===== src/hdl/pir_engine_pkg.sv =====
// Purpose: constants for the motion engine status/control block
// Assumes: 100 MHz clock, APB with 32-bit data
// Notes:   register byte address is four times the register index
package pir_engine_pkg;
    localparam int         ADDR_W        = 12;
    localparam int         SAMPLE_W      = 10;
    localparam int         CH            = 2;
    // register indices and byte addresses
    localparam int         IDX_ENABLE    = 'h100;
    localparam int         IDX_SC0       = 'h102;
    localparam int         IDX_SC1       = 'h103;
    localparam int         IDX_CONV      = 'h10D;
    localparam logic [11:0] ADDR_ENABLE  = 12'(IDX_ENABLE * 4);
    localparam logic [11:0] ADDR_SC0     = 12'(IDX_SC0 * 4);
    localparam logic [11:0] ADDR_SC1     = 12'(IDX_SC1 * 4);
    localparam logic [11:0] ADDR_CONV    = 12'(IDX_CONV * 4);
    // engine enable codes
    localparam logic [7:0] ENGINE_ON_CODE  = 8'h11;
    localparam logic [7:0] ENGINE_OFF_CODE = 8'h00;
    // field positions
    localparam int         SC0_LEVEL_LSB = 6;
    localparam int         SC0_OFF       = 5;
    localparam int         SC0_HOLD      = 4;
    localparam int         SC0_DIRM      = 3;
    localparam int         SC0_DIR       = 2;
    localparam int         SC0_MOTION    = 1;
    localparam int         SC0_STABLE    = 0;
    localparam int         SC1_TICK      = 7;
    localparam int         SC1_FR_LSB    = 3;
    localparam int         SC1_SCAN      = 2;
    localparam int         SC1_DUAL      = 0;
    localparam int         CONV_START    = 7;
    localparam logic [3:0] FR_MAX        = 4'hC;
    localparam logic [7:0] ENABLE_RST    = 8'h00;
    // timing
    localparam int         CLK_MHZ          = 100;
    localparam int         NORMAL_CONV_CLKS = 256;
    localparam int         LOW_CONV_CLKS    = 5129;
    localparam int         RATE_HOLD_MS     = 200;
    localparam int         RATE_HOLD_CLKS   = RATE_HOLD_MS * CLK_MHZ * 1000;
    // detector tuning
    localparam logic [9:0] DET_THR_BASE   = 10'h040;
    localparam logic [9:0] QUIET_THR      = 10'h004;
    localparam logic [6:0] STABLE_SAMPLES = 7'h40;
    localparam logic [3:0] SHIFT_BASE     = 4'h2;
endpackage : pir_engine_pkg


===== src/hdl/pir_engine_status_control.sv =====
// Purpose: motion engine with its status/control registers over APB
// Assumes: samples arrive on pins from an external converter front end
// Notes:   one wait state on every APB access
// Functional notes
// - level field 0 least, 3 most sensitive
// - enable code clears engine-disabled flag
// - disable code sets flag, processing stops
// - suspend blocks detection, baseline keeps tracking
// - suspend ends at next conversion
// - direction mode bit selects directional reporting
// - direction written when motion flag sets
// - direction holds until motion flag cleared
// - motion flag sticky until software writes zero
// - stable flag set after offset settles
// - no motion events while not stable
// - engine consumes and clears tick bit
// - frequency response 0 to 12 sets cutoff
// - normal rate converts every 256 clocks
// - low rate single shot, 5129 clocks
// - low rate powers converter down, no immunity
// - scan rate change suppresses detection 200 ms
// - dual bit adds second sensor input
// - only on and off codes change the flag; any other code also stops processing
`timescale 1ns/1ps
module pir_engine_status_control
    import pir_engine_pkg::*;
#(
    parameter int RATE_HOLD_CYCLES = RATE_HOLD_CLKS,
    parameter int LOW_CONV_CYCLES  = LOW_CONV_CLKS
) (
    input  wire logic                clk,
    input  wire logic                reset_n,
    input  wire logic                psel,
    input  wire logic                penable,
    input  wire logic                pwrite,
    input  wire logic [ADDR_W-1:0]   paddr,
    input  wire logic [31:0]         pwdata,
    output logic      [31:0]         prdata,
    output logic                     pready,
    output logic                     pslverr,
    input  wire logic [SAMPLE_W-1:0] sensor_a_sample,
    input  wire logic [SAMPLE_W-1:0] sensor_b_sample,
    output logic                     converter_power,
    output logic                     emi_immunity
);
    logic [7:0]          enable_code_r;
    logic [1:0]          level_r;
    logic [3:0]          fr_r, shift;
    logic [12:0]         conv_cnt_r;
    logic [24:0]         hold_cnt_r;
    logic [6:0]          quiet_cnt_r;
    logic [31:0]         prdata_r, rd_word;
    logic [9:0]          det_thr;
    logic [SAMPLE_W-1:0] raw [CH];
    logic [CH-1:0]       hit, pos, quiet, act;
    logic                off_r, hold_bit_r, hold_act_r, dirm_r, dir_r, motion_r, stable_r;
    logic                tick_r, scan_r, scan_prev_r, dual_r, start_r, conv_busy_r;
    logic                sec_seen_r, pready_r, pslverr_r, converter_power_r, emi_immunity_r;
    logic                conv_done, mapped, wr_acc, wr_en, wr_sc0, wr_sc1, wr_conv, on_wr;
    logic                eng_evt, detect, sw_tick_set, motion_set, any_hit, dir_now;

    assign raw[0] = sensor_a_sample;
    assign raw[1] = sensor_b_sample;
    // apb slave, one wait state
    assign wr_acc  = psel & penable & pwrite & pready_r;
    assign wr_en   = wr_acc & (paddr == ADDR_ENABLE);
    assign wr_sc0  = wr_acc & (paddr == ADDR_SC0);
    assign wr_sc1  = wr_acc & (paddr == ADDR_SC1);
    assign wr_conv = wr_acc & (paddr == ADDR_CONV);
    assign on_wr   = wr_en & (pwdata[7:0] == ENGINE_ON_CODE);
    assign mapped  = (paddr == ADDR_ENABLE) | (paddr == ADDR_SC0) |
                     (paddr == ADDR_SC1) | (paddr == ADDR_CONV);

    always_comb begin
        rd_word = 32'h0000_0000;
        case (paddr)
            ADDR_ENABLE: rd_word[7:0] = enable_code_r;
            ADDR_SC0:    rd_word[7:0] = {level_r, off_r, hold_bit_r, dirm_r,
                                         dir_r, motion_r, stable_r};
            ADDR_SC1:    rd_word[7:0] = {tick_r, fr_r, scan_r, 1'b0, dual_r};
            ADDR_CONV:   rd_word[CONV_START] = start_r;
            default:     rd_word = 32'h0000_0000;
        endcase
    end

    always_ff @(posedge clk or negedge reset_n) begin
        if (!reset_n) begin
            pready_r  <= 1'b0;
            pslverr_r <= 1'b0;
            prdata_r  <= 32'h0000_0000;
        end else begin
            pready_r  <= psel & penable & ~pready_r;
            pslverr_r <= psel & penable & ~pready_r & ~mapped;
            if (psel & penable & ~pready_r & ~pwrite) begin
                prdata_r <= rd_word;
            end
        end
    end

    // application-controlled fields
    always_ff @(posedge clk or negedge reset_n) begin
        if (!reset_n) begin
            enable_code_r <= ENABLE_RST;
            level_r       <= 2'b00;
            hold_bit_r    <= 1'b0;
            dirm_r        <= 1'b0;
            fr_r          <= 4'h0;
            scan_r        <= 1'b0;
            dual_r        <= 1'b0;
        end else begin
            if (wr_en) begin
                enable_code_r <= pwdata[7:0];
            end
            if (wr_sc0) begin
                level_r    <= pwdata[SC0_LEVEL_LSB+:2];
                hold_bit_r <= pwdata[SC0_HOLD];
                dirm_r     <= pwdata[SC0_DIRM];
            end
            if (wr_sc1) begin
                fr_r   <= (pwdata[SC1_FR_LSB+:4] > FR_MAX) ? FR_MAX
                                                           : pwdata[SC1_FR_LSB+:4];
                scan_r <= pwdata[SC1_SCAN];
                dual_r <= pwdata[SC1_DUAL];
            end
        end
    end

    // engine on/off state
    always_ff @(posedge clk or negedge reset_n) begin
        if (!reset_n) begin
            off_r <= 1'b1;
        end else if (on_wr) begin
            off_r <= 1'b0;
        end else if (conv_done & (enable_code_r == ENGINE_OFF_CODE)) begin
            off_r <= 1'b1;
        end
    end

    a_off_after_conv: assert property (@(posedge clk) disable iff (!reset_n)
        conv_done & (enable_code_r == ENGINE_OFF_CODE) & !on_wr |=> off_r)
        else $error("disable code not acknowledged");
    a_on_clears_off: assert property (@(posedge clk) disable iff (!reset_n)
        on_wr |=> !off_r && !stable_r && !motion_r)
        else $error("enable code did not clear disabled flag");

    assign eng_evt = conv_done & ~off_r & (enable_code_r == ENGINE_ON_CODE);
    // converter sequencing
    assign conv_done = conv_busy_r &
        (scan_r ? (conv_cnt_r == 13'(LOW_CONV_CYCLES - 1))
                : (conv_cnt_r == 13'(NORMAL_CONV_CLKS - 1)));

    always_ff @(posedge clk or negedge reset_n) begin
        if (!reset_n) begin
            conv_cnt_r  <= 13'h0000;
            conv_busy_r <= 1'b0;
        end else if (off_r | (scan_r != scan_prev_r)) begin
            conv_cnt_r  <= 13'h0000;
            conv_busy_r <= ~off_r & ~scan_r;
        end else if (conv_done) begin
            conv_cnt_r  <= 13'h0000;
            conv_busy_r <= ~scan_r;
        end else if (conv_busy_r) begin
            conv_cnt_r  <= conv_cnt_r + 13'h0001;
        end else if (~scan_r | start_r) begin
            // normal rate restarts on its own, low rate waits for start
            conv_busy_r <= 1'b1;
        end
    end

    always_ff @(posedge clk or negedge reset_n) begin
        if (!reset_n) begin
            start_r <= 1'b0;
        end else if (wr_conv & pwdata[CONV_START]) begin
            start_r <= 1'b1;
        end else if (conv_done | ~scan_r) begin
            start_r <= 1'b0;
        end
    end

    always_ff @(posedge clk or negedge reset_n) begin
        if (!reset_n) begin
            converter_power_r <= 1'b0;
            emi_immunity_r    <= 1'b0;
        end else begin
            converter_power_r <= ~off_r & (~scan_r | conv_busy_r);
            emi_immunity_r    <= ~scan_r;
        end
    end

    a_low_power_down: assert property (@(posedge clk) disable iff (!reset_n)
        scan_r & !conv_busy_r & $past(scan_r & !conv_busy_r) |-> !converter_power_r)
        else $error("converter powered between low rate conversions");
    a_normal_period: assert property (@(posedge clk) disable iff (!reset_n)
        conv_done & !scan_r |-> ##256 (conv_done | scan_r | off_r))
        else $error("normal conversion period not kept");

    // scan rate change suppression
    always_ff @(posedge clk or negedge reset_n) begin
        if (!reset_n) begin
            scan_prev_r <= 1'b0;
            hold_cnt_r  <= 25'h000_0000;
        end else begin
            scan_prev_r <= scan_r;
            if ((scan_r != scan_prev_r) & ~off_r) begin
                hold_cnt_r <= 25'(RATE_HOLD_CYCLES);
            end else if (hold_cnt_r != 25'h000_0000) begin
                hold_cnt_r <= hold_cnt_r - 25'h000_0001;
            end
        end
    end
    // suspend takes effect at conversion boundaries
    always_ff @(posedge clk or negedge reset_n) begin
        if (!reset_n) begin
            hold_act_r <= 1'b0;
        end else if (conv_done) begin
            hold_act_r <= hold_bit_r;
        end
    end

    assign det_thr = DET_THR_BASE >> level_r;
    assign shift   = SHIFT_BASE + {1'b0, fr_r[3:1]};
    assign act     = {dual_r, 1'b1};

    // per-sensor sync, baseline tracker and detector
    for (genvar ch = 0; ch < CH; ch++) begin : g_ch
        logic [SAMPLE_W-1:0] s1_r;
        logic [SAMPLE_W-1:0] s2_r;
        logic [17:0]         base_r;
        logic                prev_hit_r;
        logic signed [18:0]  diff;
        logic signed [18:0]  step;
        logic signed [10:0]  dev;
        logic [9:0]          mag;
        logic                raw_hit;

        assign diff    = $signed({1'b0, s2_r, 8'h00}) - $signed({1'b0, base_r});
        assign step    = diff >>> shift;
        assign dev     = $signed({1'b0, s2_r}) - $signed({1'b0, base_r[17:8]});
        assign mag     = dev[10] ? 10'(-dev) : dev[9:0];
        assign raw_hit = mag > det_thr;
        assign hit[ch]   = raw_hit & (~emi_immunity_r | prev_hit_r);
        assign pos[ch]   = ~dev[10];
        assign quiet[ch] = mag < QUIET_THR;

        always_ff @(posedge clk or negedge reset_n) begin
            if (!reset_n) begin
                s1_r <= '0;
                s2_r <= '0;
            end else begin
                s1_r <= raw[ch];
                s2_r <= s1_r;
            end
        end

        always_ff @(posedge clk or negedge reset_n) begin
            if (!reset_n) begin
                base_r     <= 18'h0_0000;
                prev_hit_r <= 1'b0;
            end else if (on_wr) begin
                base_r     <= {s2_r, 8'h00};
                prev_hit_r <= 1'b0;
            end else if (eng_evt) begin
                base_r     <= base_r + step[17:0];
                prev_hit_r <= raw_hit;
            end
        end
    end

    // stability tracking
    always_ff @(posedge clk or negedge reset_n) begin
        if (!reset_n) begin
            quiet_cnt_r <= 7'h00;
            stable_r    <= 1'b0;
        end else if (on_wr) begin
            quiet_cnt_r <= 7'h00;
            stable_r    <= 1'b0;
        end else if (eng_evt) begin
            if (&(quiet | ~act)) begin
                if (quiet_cnt_r != STABLE_SAMPLES) begin
                    quiet_cnt_r <= quiet_cnt_r + 7'h01;
                end
            end else if (!stable_r) begin
                quiet_cnt_r <= 7'h00;
            end
            if ((quiet_cnt_r == STABLE_SAMPLES) & sec_seen_r) begin
                stable_r <= 1'b1;
            end
        end
    end
    // one second tick
    assign sw_tick_set = wr_sc1 & pwdata[SC1_TICK];
    always_ff @(posedge clk or negedge reset_n) begin
        if (!reset_n) begin
            tick_r <= 1'b0;
        end else if (sw_tick_set) begin
            tick_r <= 1'b1;
        end else if (eng_evt) begin
            tick_r <= 1'b0;
        end
    end

    always_ff @(posedge clk or negedge reset_n) begin
        if (!reset_n) begin
            sec_seen_r <= 1'b0;
        end else if (on_wr) begin
            sec_seen_r <= 1'b0;
        end else if (eng_evt & tick_r) begin
            sec_seen_r <= 1'b1;
        end
    end
    a_tick_consumed: assert property (@(posedge clk) disable iff (!reset_n)
        eng_evt & tick_r & !sw_tick_set |=> !tick_r)
        else $error("tick not cleared by engine");

    // motion detection and direction
    assign any_hit    = |(hit & act);
    assign dir_now    = hit[0] ? pos[0] : pos[1];
    assign detect     = eng_evt & ~hold_act_r & stable_r & (hold_cnt_r == 25'h000_0000);
    assign motion_set = detect & any_hit;

    always_ff @(posedge clk or negedge reset_n) begin
        if (!reset_n) begin
            motion_r <= 1'b0;
        end else if (on_wr | (wr_sc0 & ~pwdata[SC0_MOTION] & ~motion_set)) begin
            motion_r <= 1'b0;
        end else if (motion_set) begin
            motion_r <= 1'b1;
        end
    end

    always_ff @(posedge clk or negedge reset_n) begin
        if (!reset_n) begin
            dir_r <= 1'b0;
        end else if (on_wr) begin
            dir_r <= 1'b0;
        end else if (motion_set & ~motion_r & dirm_r) begin
            dir_r <= dir_now;
        end
    end

    a_motion_sticky: assert property (@(posedge clk) disable iff (!reset_n)
        motion_r & !on_wr & !(wr_sc0 & !pwdata[SC0_MOTION]) |=> motion_r)
        else $error("motion flag dropped without clear");
    a_motion_stable: assert property (@(posedge clk) disable iff (!reset_n)
        $rose(motion_r) |-> $past(stable_r) && !$past(hold_act_r))
        else $error("motion flagged while unstable or suspended");
    a_rate_hold: assert property (@(posedge clk) disable iff (!reset_n)
        $rose(motion_r) |-> $past(hold_cnt_r) == 25'h000_0000)
        else $error("motion flagged during scan rate hold");
    a_dir_latched: assert property (@(posedge clk) disable iff (!reset_n)
        motion_r & $past(motion_r) & !$past(on_wr) |-> $stable(dir_r))
        else $error("direction changed while motion latched");
    a_fr_legal: assert property (@(posedge clk) disable iff (!reset_n)
        fr_r <= FR_MAX)
        else $error("frequency response out of range");

    assign prdata          = prdata_r;
    assign pready          = pready_r;
    assign pslverr         = pslverr_r;
    assign converter_power = converter_power_r;
    assign emi_immunity    = emi_immunity_r;
endmodule : pir_engine_status_control


===== config.mk =====
export PLATFORM = sky130hd
export DESIGN_NAME = pir_engine_status_control
export DESIGN_NICKNAME = d
export VERILOG_FILES = /design/src/hdl/pir_engine_pkg.sv /design/src/hdl/pir_engine_status_control.sv
export SDC_FILE = /design/constraint.sdc
export NUM_CORES = 1
export LEC_CHECK = 0
export BUFFER_PORTS_ARGS = -buffer_cell sky130_fd_sc_hd__buf_2
export CAP_MARGIN = 20
export CELL_PAD_IN_SITES_DETAIL_PLACEMENT = 1
export CELL_PAD_IN_SITES_GLOBAL_PLACEMENT = 1
export CORE_ASPECT_RATIO = 1.1
export CORE_MARGIN = 2
export CORE_UTILIZATION = 40
export DETAILED_ROUTE_END_ITERATION = 6
export PLACE_DENSITY_LB_ADDON = 0.1
export SYNTH_ARGS = -nofsm -noshare
export SYNTH_HDL_FRONTEND = slang
export SYNTH_SLANG_ARGS = --single-unit

===== constraint.sdc =====
create_clock -name clk -period 6.47 [get_ports clk]
set_clock_uncertainty 0.15 [all_clocks]
set_input_delay 0.647 -clock clk [delete_from_list [all_inputs] [get_ports clk]]
set_output_delay 0.647 -clock clk [all_outputs]
set_load 0.05 [all_outputs]

==> flow_summary_export.csv <==
group,metric,value,unit
run_status,status,"finished clean",
final_layout,diodes,0,
synth,synth_area_leaders,"dfrtp_1 32%, ha_1 7.0%, a21oi_1 5.2%",
grt,grt_max_degree,69,
floorplan,start_util,40.58,%
timing,min_period,6.140,ns
route,drtIter0Drc,523,
placement,place_hpwl,27800,µm
synth,ys_async_sr_fraction,100.0,%
floorplan,die-area,33200,µm²
timing,fmax,162.9,MHz
placement,gp_congestion,0.8278,
timing,max_slew_margin,36.00,%
hold_path,hp-class,"primary input to flop",
synth,yosysUniqueCellTypes,96,
floorplan,die_h,190.9,µm
setup_path,crit_required,6.68,ns
floorplan,core_area,31310,µm²
final_layout,utilization,44.63,%
route,via_count,11150,
timing,period_share,94.90,%
synth,ys_warn_count,0,
final_layout,drive_above_1_share,12.82,%
setup_path,startpoint_type,"flop",
route,drtAntennaViolNets,0,
floorplan,die_w,173.9,µm
clock_tree,cts_tree,"done",
route,finalWirelength,37160,µm
placement,io_buffers,56,
power_and_ir_drop,ir_drop,0.2923,mV
floorplan,num_rows,68,
job,drv_cap,0,
grt,grt_remaining_overflow,0,
route,drtPass1Iterations,5,
final_layout,layout.nets,1676,
synth,yosys.cell_count.top_type,"nand2_1",
synth,syn_inst,1501,
route,wl_per_cell,18.91,µm
grt,antenna_found_initial,0,
power_and_ir_drop,p_per_area,175.8,nW/µm²
clock_tree,cts_made_buffers,17,
floorplan,num_io_pins,105,
grt,grt_pass1_vias,11250,
power_and_ir_drop,leakagePower,0.006370,µW
clock_tree,clockBufferDepth,2,
final_layout,seqCellArea,4081,µm²
final_layout,syn2layout_area_growth,9.977,%
synth,synth_edf_count,0,
setup_path,worstSetupPathType,"flop to flop",
final_layout,fillers,3804,
clock_tree,h-tree-depth,4,
route,viasPerCell,5.673,
grt,grtUsageTotal,22.75,%
clock_tree,clock_sinks,163,
timing,final-setup-viol-count,0,
synth,ys_seq_elements,163,
synth,synth-main-ff-cell,"dfrtp_1",
synth,synth_area,12700,µm²
timing,maxSlewViolCount,0,
setup_path,arrival,6.35,ns
synth,ys_seq_area_share,32.12,%
synth,synth_top_cells_by_count,"163 x nand2_1, 162 x dfrtp_1, 151 x nor2_1, 131 x a21oi_1, 71 x ha_1",
timing,tightest_slew,0.9601,ns
setup_path,path_max_fanout,6,
synth,yosysTopAreaCellShare,31.91,%
synth,syn_avg_cell_area,8.464,µm²
synth,synth_top_cell_by_area,"dfrtp_1",
clock_tree,insertion_delay,0.47,ns
grt,grt_pass1_wl,60340,µm
clock_tree,root_buffer,"clkbuf_16",
final_layout,multiInputGateArea,8009,µm²
timing,hold_viol_final,0,
clock_tree,cts.reportedPaths.clkPinSlew,0.08,ns
setup_path,end_kind,"flop",
timing,hold_ws,0.1401,ns
route,route.detailed.drc,0,
==> metrics by stage <==
step                area, µm²  setup slack, ns  cells  setup TNS [ns]  power (µW)
finish                  13970           0.3300   1965               0        2456
detailed placement      13310           0.1046   1930               0        1396
global placement        13310           0.2438   1930               0        1389
CTS                     13920          0.04035   1963               0        2489
floorplan               12790           0.8486   1524               0        1303
global route            13970         -0.01668   1965        -0.02216        2558
==> per-layer routing <==
layer	global-route usage, %	part of all wire [%]	up-vias
met5	0	0	-
met4	6.141	1.6	0
met3	3.123	2.4	38
met2	38.61	48	140
met1	30.50	48	5564
li1	-	-	5405
==> where the power goes <==
group / internal, µW / switching [µW] / leakage, µW / total, µW
sequential: 1030 / 6.77 / 0.00196 / 1040
combinational: 120 / 221 / 0.00411 / 341
clock: 583 / 493 / 0.000291 / 1080
total: 1740 / 721 / 0.00637 / 2460
==> kinds of logic after synthesis <==
| kind of cell | share of synthesized area, % |
|---|---|
| AND/OR/NAND/NOR | 19.63 |
| AO/OA/AOI/OAI | 21.20 |
| flip-flops | 32.12 |
| buffers and inverters | 5.781 |
| XOR/XNOR | 6.894 |
| multiplexers | 6.726 |
| adder cells (fa/ha/maj) | 7.623 |
| other | 0.02952 |
==> critical path: stages (launching register included) <==
cell and delay [ns]:
dfrtp_1 0.42, ha_1 0.31, or4b_1 0.45, o31ai_2 0.31
a21oi_1 0.17, a21oi_2 0.21, buf_4 0.17, a31o_2 0.17
xnor2_1 0.08, mux4_2 0.51, nand2_1 0.09, o21ai_1 0.08
a21o_1 0.22, ha_1 0.33, and3_1 0.19, a221oi_2 0.30
a21oi_2 0.12, a41o_1 0.27, a311o_1 0.37, a21oi_1 0.23
o21ai_0 0.15, xor2_1 0.18, or3_1 0.32, a31oi_1 0.20
==> cell type report <==
| class | count | area share (%) |
|---|---|---|
| well taps | 420 | 3.761 |
| repair buffers | 88 | 3.788 |
| inverters | 60 | 1.612 |
| clock buffers | 18 | 3.072 |
| clock inverters | 14 | 1.236 |
| flip-flops and latches | 163 | 29.21 |
| multi-input cells | 1202 | 57.32 |
==> timing repair <==
| item | 4_1_cts | 5_1_grt |
|---|---|---|
| gates resized for setup | 0 | 6 |
| hold buffers | 1 | 0 |
| endpoints found under the setup margin | 0 | 5 |
| buffers inserted | 0 | 1 |
| endpoints found under the hold margin | 39 | 0 |
==> cells in the final DEF, fill, tap and decap left out, types with 30 or more instances in the layout <==
cell type and count:
dfrtp_1 161, buf_2 55, xor2_1 39, o21ai_0 62, nor2_1 151, nand2_1 163, a21oi_1 129, nor3_1 40
buf_4 30, mux2i_1 46, xnor2_1 60, ha_1 71, inv_1 57
==> registers in the layout, indices dropped and copies added, names as in the netlist, 2 cells and up <==
| name | cells |
|---|---|
| g_ch.s2_r | 20 |
| conv_cnt_r | 13 |
| enable_code_r | 8 |
| quiet_cnt_r | 7 |
| prdata | 8 |
| g_ch.s1_r | 20 |
| hold_cnt_r | 25 |
| g_ch.prev_hit_r | 2 |
| g_ch.base_r | 36 |
| level_r | 2 |
| fr_r | 4 |
==> worst paths after layout <==
kind	startpoint	endpoint	slack, ns	cells after the start
worst max-delay path	g_ch[1].base_r[8]	g_ch[1].base_r[17]	0.33	23
worst min-delay path	sensor_a_sample[9]	g_ch[0].s1_r[9]	0.14	1
worst max register to register	g_ch[1].base_r[8]	g_ch[1].base_r[17]	0.33	23
worst min register to register	g_ch[0].s1_r[0]	g_ch[0].s2_r[0]	0.20	0
max in group asynchronous	reset_n	fr_r[1]	4.35	3
min in group asynchronous	reset_n	g_ch[0].s2_r[0]	0.53	2
(Power assumes the default switching activity.)
